===== src/stc_defs.svh =====
// offsets, field positions, reset values and widths of the
// counter threshold flag block; definitions only
// assumes it is included by its bare name before use
`ifndef STC_DEFS_SVH
`define STC_DEFS_SVH

// ----------------------------------------
// register offsets (byte addresses)
// ----------------------------------------
`define STC_AW          12
`define STC_OFF_CTRL    12'h100
`define STC_OFF_RXFLAG  12'h104
`define STC_OFF_TXFLAG  12'h108
`define STC_OFF_RXMASK  12'h10C
`define STC_OFF_TXMASK  12'h110
`define STC_OFF_ISTAT   12'h120
`define STC_OFF_IMASK   12'h124

// ----------------------------------------
// fields, sizes and reset values
// ----------------------------------------
`define STC_RX_N        24
`define STC_TX_N        25
`define STC_CTRL_NOWRAP 1
`define STC_IRQ_RX      0
`define STC_IRQ_TX      1
`define STC_IRQ_N       2
`define STC_HALF32      32'h8000_0000
`define STC_MAX32       32'hFFFF_FFFF
`define STC_HALF16      16'h8000
`define STC_MAX16       16'hFFFF
`define STC_WORD_ZERO   32'h0000_0000

`endif


===== src/stc_pkg.sv =====
// shared types of the counter threshold flag block
// assumes stc_defs.svh supplies the sizes
`include "stc_defs.svh"

package stc_pkg;
  // one-hot direction code of a summary event
  typedef enum logic [1:0]
  {
    stc_dir_rx = 2'b01,
    stc_dir_tx = 2'b10
  } stc_dir_t;

  typedef logic [31:0] stc_word_t;
endpackage


===== src/stc_flag_bank.sv =====
// one bank of sticky threshold flags, one per statistics counter
// assumes each counter reports its new value with an update
// pulse, and a read pulse when software reads that counter
`timescale 1ns/1ns
`include "stc_defs.svh"

module stc_flag_bank
#(
  parameter int          N    = `STC_RX_N,
  parameter logic [N-1:0] WIDE = '1
)
(
  // clock and reset
  input  wire logic                clock,
  input  wire logic                rst_n,
  // counter side
  input  wire logic [N-1:0]        upd,
  input  wire logic [N-1:0][31:0]  val,
  input  wire logic [N-1:0]        rd,
  input  wire logic                rd_lane0,
  // flag side
  output      logic [N-1:0]        set_evt,
  output      logic [N-1:0]        flags_q
);
  import stc_pkg::*;

  logic [N-1:0] clr;

  // ----------------------------------------
  // per-counter threshold detection
  // ----------------------------------------
  genvar i;
  generate
    for (i = 0; i < N; i++)
    begin : g_bit
      logic hit32;
      logic hit16;
      // a held counter keeps reporting all ones, so max re-fires
      assign hit32 = (val[i] == `STC_HALF32) || (val[i] == `STC_MAX32);
      assign hit16 = (val[i][15:0] == `STC_HALF16) ||
                     (val[i][15:0] == `STC_MAX16);
      assign set_evt[i] = upd[i] && (WIDE[i] ? hit32 : hit16);
      // only a read covering byte lane 0 clears
      assign clr[i] = rd[i] && rd_lane0;
    end
  endgenerate

  // sticky flags: a set in the clearing cycle wins
  always_ff @(posedge clock)
  begin
    if (!rst_n)
      flags_q <= '0;
    else
      flags_q <= (flags_q & ~clr) | set_evt;
  end
endmodule


===== src/stc_irq_sum.sv =====
// summary interrupt status with write-one-to-clear and a mask
// assumes event pulses are one cycle wide in the clock domain
`timescale 1ns/1ns
`include "stc_defs.svh"

module stc_irq_sum
#(
  parameter int N = `STC_IRQ_N
)
(
  // clock and reset
  input  wire logic          clock,
  input  wire logic          rst_n,
  // events
  input  wire logic [N-1:0]  evt,
  // software access
  input  wire logic          wr_status,
  input  wire logic          wr_mask,
  input  wire logic [N-1:0]  wdata,
  // state and interrupt
  output      logic [N-1:0]  status_q,
  output      logic [N-1:0]  mask_q,
  output      logic          irq
);
  import stc_pkg::*;

  logic [N-1:0] w1c;

  assign w1c = wr_status ? wdata : '0;

  // sticky status, event wins over a write-one clear
  always_ff @(posedge clock)
  begin
    if (!rst_n)
      status_q <= '0;
    else
      status_q <= (status_q & ~w1c) | evt;
  end

  // mask: a one keeps that status bit off irq
  always_ff @(posedge clock)
  begin
    if (!rst_n)
      mask_q <= '0;
    else if (wr_mask)
      mask_q <= wdata;
  end

  assign irq = |(status_q & ~mask_q);
endmodule


===== src/stc_top.sv =====
// statistics counter threshold flags: receive and transmit
// flag registers, their masks, the no-wrap control and interrupts
// assumes the counters sit outside, report each new value with a
// one-cycle update pulse and each software read with a read pulse
// and the byte lanes that read covered
//
// Chosen here: strobed register access.
`timescale 1ns/1ns
`include "stc_defs.svh"

module stc_top
#(
  parameter int                RX_N    = `STC_RX_N,
  parameter int                TX_N    = `STC_TX_N,
  parameter logic [RX_N-1:0]   RX_WIDE = '1,
  parameter logic [TX_N-1:0]   TX_WIDE = '1
)
(
  // clock and reset
  input  wire logic                      clock,
  input  wire logic                      rst_n,
  // register port
  input  wire logic [`STC_AW-1:0]        reg_addr,
  input  wire stc_pkg::stc_word_t        reg_wdata,
  input  wire logic                      reg_wr,
  input  wire logic                      reg_rd,
  output      stc_pkg::stc_word_t        reg_rdata,
  // receive counters
  input  wire logic [RX_N-1:0]           rx_cnt_upd,
  input  wire logic [RX_N-1:0][31:0]     rx_cnt_val,
  input  wire logic [RX_N-1:0]           rx_cnt_rd,
  // transmit counters
  input  wire logic [TX_N-1:0]           tx_cnt_upd,
  input  wire logic [TX_N-1:0][31:0]     tx_cnt_val,
  input  wire logic [TX_N-1:0]           tx_cnt_rd,
  // lanes of the counter read in progress
  input  wire logic [3:0]                cnt_rd_lanes,
  // counter control
  output      logic                      cnt_no_wrap,
  // interrupts
  output      logic                      rx_irq,
  output      logic                      tx_irq,
  output      logic                      irq
);
  import stc_pkg::*;

  // ----------------------------------------
  // declarations
  // ----------------------------------------
  logic [RX_N-1:0]        rx_flags_q;
  logic [TX_N-1:0]        tx_flags_q;
  logic [RX_N-1:0]        rx_mask_q;
  logic [TX_N-1:0]        tx_mask_q;
  logic [RX_N-1:0]        rx_set;
  logic [TX_N-1:0]        tx_set;
  logic                   no_wrap_q;
  logic                   rd_lane0;
  logic [`STC_IRQ_N-1:0]  sum_evt;
  logic [`STC_IRQ_N-1:0]  istat_q;
  logic [`STC_IRQ_N-1:0]  imask_q;
  logic                   wr_ctrl;
  logic                   wr_rxmask;
  logic                   wr_txmask;
  logic                   wr_istat;
  logic                   wr_imask;
  stc_word_t              rdata_d;
  stc_word_t              rdata_q;

  // ----------------------------------------
  // write decode
  // ----------------------------------------
  // flag registers have no write strobe at all, so writes vanish
  always_comb
  begin
    wr_ctrl   = 1'b0;
    wr_rxmask = 1'b0;
    wr_txmask = 1'b0;
    wr_istat  = 1'b0;
    wr_imask  = 1'b0;
    if (!reg_wr)
      wr_ctrl = 1'b0;
    else if (reg_addr == `STC_OFF_CTRL)
      wr_ctrl = 1'b1;
    else if (reg_addr == `STC_OFF_RXMASK)
      wr_rxmask = 1'b1;
    else if (reg_addr == `STC_OFF_TXMASK)
      wr_txmask = 1'b1;
    else if (reg_addr == `STC_OFF_ISTAT)
      wr_istat = 1'b1;
    else if (reg_addr == `STC_OFF_IMASK)
      wr_imask = 1'b1;
  end

  // ----------------------------------------
  // control and mask registers
  // ----------------------------------------
  // no-wrap option, steers the outside counters
  always_ff @(posedge clock)
  begin
    if (!rst_n)
      no_wrap_q <= 1'b0;
    else if (wr_ctrl)
      no_wrap_q <= reg_wdata[`STC_CTRL_NOWRAP];
  end

  assign cnt_no_wrap = no_wrap_q;

  // receive mask, same layout as the receive flags
  always_ff @(posedge clock)
  begin
    if (!rst_n)
      rx_mask_q <= '0;
    else if (wr_rxmask)
      rx_mask_q <= reg_wdata[RX_N-1:0];
  end

  // transmit mask, same layout as the transmit flags
  always_ff @(posedge clock)
  begin
    if (!rst_n)
      tx_mask_q <= '0;
    else if (wr_txmask)
      tx_mask_q <= reg_wdata[TX_N-1:0];
  end

  // ----------------------------------------
  // flag banks
  // ----------------------------------------
  // byte lane 0 must be part of the counter read to clear
  assign rd_lane0 = cnt_rd_lanes[0];

  // input bit k belongs to the counter of flag bit k, so the
  // receive order runs watchdog (23) down to all frames (0)
  // and max detection ignores no-wrap: a held counter still hits
  stc_flag_bank
  #(
    .N    (RX_N),
    .WIDE (RX_WIDE)
  )
  u_rx_bank
  (
    .clock    (clock),
    .rst_n    (rst_n),
    .upd      (rx_cnt_upd),
    .val      (rx_cnt_val),
    .rd       (rx_cnt_rd),
    .rd_lane0 (rd_lane0),
    .set_evt  (rx_set),
    .flags_q  (rx_flags_q)
  );

  // transmit order runs vlan (24) down to all bytes (0)
  stc_flag_bank
  #(
    .N    (TX_N),
    .WIDE (TX_WIDE)
  )
  u_tx_bank
  (
    .clock    (clock),
    .rst_n    (rst_n),
    .upd      (tx_cnt_upd),
    .val      (tx_cnt_val),
    .rd       (tx_cnt_rd),
    .rd_lane0 (rd_lane0),
    .set_evt  (tx_set),
    .flags_q  (tx_flags_q)
  );

  // ----------------------------------------
  // interrupts
  // ----------------------------------------
  // per-direction summaries of unmasked flags
  assign rx_irq = |(rx_flags_q & ~rx_mask_q);
  assign tx_irq = |(tx_flags_q & ~tx_mask_q);

  // a masked flag still latches, it only feeds no event
  assign sum_evt[`STC_IRQ_RX] = |(rx_set & ~rx_mask_q);
  assign sum_evt[`STC_IRQ_TX] = |(tx_set & ~tx_mask_q);

  stc_irq_sum
  #(
    .N (`STC_IRQ_N)
  )
  u_irq
  (
    .clock     (clock),
    .rst_n     (rst_n),
    .evt       (sum_evt),
    .wr_status (wr_istat),
    .wr_mask   (wr_imask),
    .wdata     (reg_wdata[`STC_IRQ_N-1:0]),
    .status_q  (istat_q),
    .mask_q    (imask_q),
    .irq       (irq)
  );

  // ----------------------------------------
  // read path
  // ----------------------------------------
  // unmapped offsets and upper bits read zero
  always_comb
  begin
    rdata_d = `STC_WORD_ZERO;
    if (!reg_rd)
      rdata_d = `STC_WORD_ZERO;
    else if (reg_addr == `STC_OFF_CTRL)
      rdata_d[`STC_CTRL_NOWRAP] = no_wrap_q;
    else if (reg_addr == `STC_OFF_RXFLAG)
      rdata_d[RX_N-1:0] = rx_flags_q;
    else if (reg_addr == `STC_OFF_TXFLAG)
      rdata_d[TX_N-1:0] = tx_flags_q;
    else if (reg_addr == `STC_OFF_RXMASK)
      rdata_d[RX_N-1:0] = rx_mask_q;
    else if (reg_addr == `STC_OFF_TXMASK)
      rdata_d[TX_N-1:0] = tx_mask_q;
    else if (reg_addr == `STC_OFF_ISTAT)
      rdata_d[`STC_IRQ_N-1:0] = istat_q;
    else if (reg_addr == `STC_OFF_IMASK)
      rdata_d[`STC_IRQ_N-1:0] = imask_q;
  end

  // data stand one cycle after the strobe and only then
  always_ff @(posedge clock)
  begin
    if (!rst_n)
      rdata_q <= `STC_WORD_ZERO;
    else
      rdata_q <= rdata_d;
  end

  assign reg_rdata = rdata_q;

  // ----------------------------------------
  // assertions
  // ----------------------------------------
  property p_rx_half;
    @(posedge clock) disable iff (!rst_n)
    rx_cnt_upd[RX_N-1] && RX_WIDE[RX_N-1] &&
    rx_cnt_val[RX_N-1] == `STC_HALF32
    |=> rx_flags_q[RX_N-1];
  endproperty
  a_rx_half: assert property (p_rx_half)
    else $error("rx half value did not set flag");

  property p_tx_max;
    @(posedge clock) disable iff (!rst_n)
    tx_cnt_upd[TX_N-1] && TX_WIDE[TX_N-1] &&
    tx_cnt_val[TX_N-1] == `STC_MAX32
    |=> tx_flags_q[TX_N-1] ##1 tx_flags_q[TX_N-1] || tx_cnt_rd[TX_N-1];
  endproperty
  a_tx_max: assert property (p_tx_max)
    else $error("tx max value did not set flag");

  property p_nowrap_max;
    @(posedge clock) disable iff (!rst_n)
    no_wrap_q && tx_cnt_upd[0] && TX_WIDE[0] &&
    tx_cnt_val[0] == `STC_MAX32
    |=> tx_flags_q[0];
  endproperty
  a_nowrap_max: assert property (p_nowrap_max)
    else $error("held maximum did not set flag");

  property p_rd_clear;
    @(posedge clock) disable iff (!rst_n)
    rx_cnt_rd[0] && cnt_rd_lanes[0] && !rx_cnt_upd[0]
    |=> !rx_flags_q[0];
  endproperty
  a_rd_clear: assert property (p_rd_clear)
    else $error("counter read did not clear flag");

  // no flag of either bank may fall unless lane 0 was part of the read
  property p_lane_only;
    @(posedge clock) disable iff (!rst_n)
    !cnt_rd_lanes[0]
    |=> (~rx_flags_q & $past(rx_flags_q)) == '0 &&
        (~tx_flags_q & $past(tx_flags_q)) == '0;
  endproperty
  a_lane_only: assert property (p_lane_only)
    else $error("flag cleared without lane 0 read");

  property p_flag_read_keeps;
    @(posedge clock) disable iff (!rst_n)
    reg_rd && reg_addr == `STC_OFF_RXFLAG && rx_flags_q[5] &&
    !rx_cnt_rd[5] |=> rx_flags_q[5] && reg_rdata[5];
  endproperty
  a_flag_read_keeps: assert property (p_flag_read_keeps)
    else $error("flag register read lost a flag");

  property p_upper_zero;
    @(posedge clock) disable iff (!rst_n)
    reg_rd && (reg_addr == `STC_OFF_RXFLAG ||
    reg_addr == `STC_OFF_TXFLAG)
    |=> reg_rdata[31:RX_N+1] == '0 &&
    ($past(reg_addr) == `STC_OFF_TXFLAG || !reg_rdata[RX_N]);
  endproperty
  a_upper_zero: assert property (p_upper_zero)
    else $error("reserved flag bits not zero");

  property p_no_sw_write;
    @(posedge clock) disable iff (!rst_n)
    reg_wr && reg_addr == `STC_OFF_RXFLAG &&
    rx_cnt_upd == '0 && rx_cnt_rd == '0
    |=> $stable(rx_flags_q);
  endproperty
  a_no_sw_write: assert property (p_no_sw_write)
    else $error("software write changed flags");

  property p_nowrap_ctrl;
    @(posedge clock) disable iff (!rst_n)
    wr_ctrl |=> cnt_no_wrap == $past(reg_wdata[`STC_CTRL_NOWRAP]);
  endproperty
  a_nowrap_ctrl: assert property (p_nowrap_ctrl)
    else $error("no-wrap control not taken");

  // a masked set latches but reaches neither rx_irq nor the summary
  property p_mask_blocks;
    @(posedge clock) disable iff (!rst_n)
    (rx_set & ~rx_mask_q) == '0 && (rx_flags_q & ~rx_mask_q) == '0 &&
    !istat_q[`STC_IRQ_RX] && !wr_rxmask
    |=> !rx_irq && !istat_q[`STC_IRQ_RX];
  endproperty
  a_mask_blocks: assert property (p_mask_blocks)
    else $error("masked flag raised rx interrupt");

  property p_summary;
    @(posedge clock) disable iff (!rst_n)
    tx_set[1] && !tx_mask_q[1] && !wr_txmask |=> tx_irq && irq ||
    imask_q[`STC_IRQ_TX];
  endproperty
  a_summary: assert property (p_summary)
    else $error("unmasked tx flag gave no interrupt");

  c_half_set: cover property (@(posedge clock) disable iff (!rst_n)
    rx_set[0] ##1 rx_flags_q[0]);
  c_read_clear: cover property (@(posedge clock) disable iff (!rst_n)
    rx_flags_q[0] && rx_cnt_rd[0] && cnt_rd_lanes[0] ##1 !rx_flags_q[0]);
  c_nowrap: cover property (@(posedge clock) disable iff (!rst_n)
    no_wrap_q && tx_set[0]);
  c_irq: cover property (@(posedge clock) disable iff (!rst_n)
    $rose(irq));
endmodule


===== config.mk =====
export PLATFORM = sky130hd
export DESIGN_NAME = stc_top
export DESIGN_NICKNAME = d
export VERILOG_FILES = /design/src/stc_pkg.sv /design/src/stc_flag_bank.sv /design/src/stc_irq_sum.sv /design/src/stc_top.sv
export VERILOG_INCLUDE_DIRS = /design/src
export SDC_FILE = /design/constraint.sdc
export NUM_CORES = 1
export LEC_CHECK = 0
export ABC_AREA = 1
export BUFFER_PORTS_ARGS = -buffer_cell sky130_fd_sc_hd__buf_2
export CAP_MARGIN = 20
export CORE_AREA = 2 2 675 677
export DETAILED_ROUTE_END_ITERATION = 7
export DIE_AREA = 0 0 677 679
export GPL_ROUTABILITY_DRIVEN = 0
export PLACE_DENSITY = 0.3
export SLEW_MARGIN = 30
export SYNTH_ARGS = -nofsm -noshare
export SYNTH_HDL_FRONTEND = slang
export SYNTH_HIERARCHICAL = 1
export SYNTH_SLANG_ARGS = --single-unit
export TNS_END_PERCENT = 30

===== constraint.sdc =====
create_clock -name clock -period 3.2 [get_ports clock]
set_input_delay 0.16 -clock clock [delete_from_list [all_inputs] [get_ports clock]]
set_output_delay 0.16 -clock clock [all_outputs]
set_load 0.1 [all_outputs]

Word-level counts from Yosys, hierarchy flattened
Index checks and enable logic that the tools add are counted.
Word-level totals
  register bits: 135
  latch bits: 0
  memory bits (writable): 0
  ROM bits: 0
  bits of input ports: 1718
  output and inout bits: 36
  word-level logic and storage cells: 320
  memories: 0
Cells by class
  add/subtract/negate cells: 0
  $mul: 0
  div/mod/pow operators: 0
  magnitude comparators: 0
  equality and inequality tests: 105
  shifts and indexed selects: 0
  mux-type cells: 30
  bitwise gates (word level): 19
  reductions and logical operators: 155
Operator list (count)
  == test 32 bit (second input constant): 98
  logical AND 1 bit: 98
  == test 12 x 9 -> 1 bit (second input constant): 7
  bitwise AND 25 bit: 3
  bitwise AND 24 bit: 3
  NOT 25 bit: 2
  OR reduction 25 bit: 2
  logical OR 1 bit: 49
  two-way mux 24 bit: 2
  NOT 24 bit: 2
  OR reduction 24 bit: 2
  two-way mux 25 bit: 1
  bitwise OR 25 bit: 1
  bitwise OR 24 bit: 1
  two-way mux 23 bit: 1
  two-way mux 1 bit: 22
  two-way mux 2 bit: 4
  bitwise AND 2 bit: 2
  NOT 2 bit: 2
  OR reduction 4 bit: 1
  OR reduction 3 bit: 1
  NOT 1 bit: 2
  bitwise OR 2 bit: 1
  AND reduction 2 bit: 1
  OR reduction 2 bit: 1

Longest topological paths before layout
  depth in word-level cells: 10
  depth in mapped cells: 12
  gate-level depth less buffers: 12

Modules after synthesis
Netlist, hierarchy kept.
Modules (own cells, without submodules)
  stc_flag_bank at u_tx_bank: instances 1, cells an instance 2556, area each 10731.5 µm²
  stc_flag_bank at u_rx_bank: instances 1, cells an instance 2453, area each 10238.6 µm²
  stc_top: instances 1, cells an instance 610, area each 4077.7 µm²
  stc_irq_sum: instances 1, cells an instance 23, area each 158.9 µm²

Worst setup path before layout
No wires, ideal clock.
  path type: reg-to-output
  start: register u_irq.status_q[0]
  end: output irq
  data arrival time: 1.831 ns
  required time: 3.040 ns
  setup slack: 1.209 ns
  cell stages (with the launch flop): 3
  path buffers: 0
  path through: dfxtp_1 inv_1 o22ai_1
Between the ends
  longest elaborated chain between the ends: 2
RTL lines
  start: declaration: line stc_irq_sum.sv:21  | output logic [N-1:0] status_q,
  start signal: assignment: line stc_irq_sum.sv:37  | status_q <= (status_q & ~w1c) | evt;
  bitwise AND 2 bit: line stc_irq_sum.sv:49  | assign irq = |(status_q & ~mask_q);
  OR reduction 2 bit: line stc_irq_sum.sv:49
  end: declaration: line stc_top.sv:43  | output logic irq
No other way between the ends.

Final worst setup path
  start: register rx_mask_q[5]
  end: output rx_irq
Between the ends
  longest elaborated chain between the ends: 3
RTL lines
  start: declaration: line stc_top.sv:52  | logic [RX_N-1:0] rx_mask_q;
  start signal: assignment: line stc_top.sv:114  | rx_mask_q <= reg_wdata[RX_N-1:0];
  NOT 24 bit: line stc_top.sv:174  | assign rx_irq = |(rx_flags_q & ~rx_mask_q);
  bitwise AND 24 bit: line stc_top.sv:174
  OR reduction 24 bit: line stc_top.sv:174
  end: declaration: line stc_top.sv:41  | output logic rx_irq,
No other way between the ends.

==> impl_metrics.tcl <==
set metrics [dict create \
    outcome "finished, final reports clean" \
    hp-class "input pin to flip-flop" \
    grt_max_degree 51 \
    final_common_cell "nand2_1" \
    fin_ws_ps 477 \
    layout-drive-gt1-share_pct 27.4 \
    cp-end-kind "output pin" \
    finalSetupViolations 0 \
    drt_wl_total_um 249000 \
    rsz0062_at_grt "no" \
    grt_usage_pct 10.4 \
    clock-root-buffer "clkbuf_16" \
    dp.cells 13400 \
    io_pins 1754 \
    dp_hpwl_um 236000 \
    critPathLaunchType "flip-flop" \
    power.density_nw_per_um2 161 \
    clock_latency_ps 540 \
    ys_types 38 \
    slew_headroom_pct 42.4 \
    fin_area_um2 43900 \
    clock-sinks 128 \
    drc 0 \
    cts_tree "built" \
    fin_skew_ps 18.8 \
    period_share_pct 85.1 \
    syn_area_um2 25200 \
    path_class "flip-flop to output pin" \
    cts_setup_buffers 0 \
    layout.cells.non_filler 13600 \
    p_leak_nw 22.8 \
    num_vias 37800 \
    antenna_left 0 \
    coreArea_um2 452000 \
    timing.fmax_mhz 367 \
    cts.path.max_buffers 3 \
    mostFrequentLayoutCells "nand2_1, buf_2, inv_1" \
    die_h_um 679 \
    required_ps 3040 \
    hold_buffers 103 \
    synth_cells 5642 \
    die_w_um 677 \
    cts_resized 0 \
    drtIter0Drc 1359 \
    wl_per_cell_um 18.3 \
    htreeDepth 4 \
    numCtsBuffers 25 \
    finish.utilization_pct 9.73 \
    period_minus_slack_ps 2720 \
    antenna_found_initial 174 \
    place_area_um2 42000 \
    grt_pass1_wl_um 319000 \
    cp_max_fo 3 \
    floorplan.initialDensity_pct 5.58 \
    slew_viol_final 0 \
    max_slew.worst_pin.slew_ps 861 \
    cts.reportedPaths.clkPinSlew_ps 50 \
    port_buffers 1736 \
    grt_pass1_vias 37200 \
    viasPerCell 2.77 \
    fp-row-count 247 \
    drv_cap 0 \
    ir_worst_vdd_v 0.000293 \
    worstPathArrival_ps 2560 \
    dieArea_um2 460000 \
    hold_viol 0 \
    yosys_warnings 6 \
    drt_pass1_iterations 5 \
    syn_to_final_growth_pct 74.3 \
    place_ws_ps 189 \
    seq_area_frac_synth_pct 10.2 \
    ys_ff_latch 128 \
    grt_overflow 0 \
    syn_area_per_cell_um2 4.47 \
    nets 9283 \
]
-- routing by layer --
layer / global-route usage, % / vias to the layer above / routed length (um)
li1: - / 20200 / -
met1: 10.7 / 15900 / 92000
met2: 21.0 / 1218 / 137000
met3: 1.74 / 338 / 12100
met4: 2.76 / 52 / 7590
met5: 0 / - / 337
-- worst paths after layout --
kind / startpoint / to / slack (ps) / depth (start not counted)
setup / recovery: rx_mask_q[5] / rx_irq / 480 / 7
hold / removal: rx_cnt_upd[8] / u_rx_bank/flags_q[8] / 30 / 3
setup reg to reg: rx_mask_q[15] / u_irq/status_q[0] / 1200 / 8
hold reg to reg: cnt_no_wrap / reg_rdata[1] / 470 / 2
-- Yosys cell counts --
cell / number / area (um2)
a221oi_1: 10 / 87.6
nand2_4: 3 / 33.8
nor2_2: 88 / 551
dfxtp_1: 128 / 2560
or2_2: 1 / 6.26
inv_4: 1 / 6.26
a21oi_1: 37 / 185
a211oi_1: 2 / 15.0
a22o_1: 2 / 17.5
conb_1: 1 / 3.75
inv_2: 23 / 86.3
o21ai_1: 25 / 125
nor3_2: 2 / 20.0
nand3_1: 12 / 60.1
nand4_1: 208 / 1300
nor3_1: 24 / 120
buf_4: 13 / 97.6
o22ai_1: 2 / 12.5
nand2_2: 31 / 194
o21a_1: 49 / 368
o2111ai_1: 4 / 35.0
buf_2: 14 / 70.1
clkbuf_1: 12 / 45.0
inv_1: 1382 / 5190
nand2_1: 2281 / 8560
buf_6: 3 / 33.8
a21oi_2: 45 / 394
o21ai_0: 36 / 180
and2_1: 49 / 307
nand2_8: 1 / 20.0
nor4_1: 3 / 18.8
nor2_1: 1118 / 4200
a31oi_1: 1 / 6.26
o221ai_1: 20 / 175
nor2_4: 7 / 78.8
and3_1: 1 / 6.26
nand3_2: 1 / 10.0
clkbuf_8: 2 / 27.5
-- metrics by stage --
stage	setup TNS, ps	hold slack, ps	power [mW]
after floorplan	0	292	2.67
final	0	27.4	7.06
after detailed placement	0	429	4.45
after global routing	0	54.2	7.69
after CTS	0	13.4	7.38
after global placement	-352	431	4.43
-- worst max-delay path: stages, from the launching register on --
cell and delay (ps):
dfxtp_1 390, inv_1 140, nand2_1 80, nand2_1 300
a221oi_1 350, nand4_1 150, or2_2 330, buf_12 160
-- registers in the layout, summed over array words and instances (netlist names) --
name / flops
reg_rdata: 25
u_irq/mask_q: 2
cnt_no_wrap: 1
rx_mask_q: 24
u_tx_bank/flags_q: 25
u_rx_bank/flags_q: 24
tx_mask_q: 25
u_irq/status_q: 2
-- where the power goes --
part	total (mW)	internal (mW)	switching (mW)
Sequential	1.59	1.59	0.0000675
Combinational	2.87	1.26	1.61
Clock	2.60	1.50	1.10
-- cell families after synthesis --
| kind of cell | Yosys count | share of synthesized area [%] |
|---|---|---|
| AOI/OAI and AO/OA | 233 | 6.35 |
| other | 1 | 0.0149 |
| buffers and inverters | 1450 | 22.0 |
| and+or+nand+nor | 3830 | 61.4 |
| DFF | 128 | 10.2 |
-- layout make-up --
class                   count  area [um2]
well taps                5976        7480
repair buffers           1934       10600
fillers                 54300      408000
multi-input cells        4070       17100
clock inverters             6        57.6
diodes                     90         225
inverters                1406        5280
clock buffers              27         643
flip-flops and latches    128        2560
(Power assumes the default switching activity.)
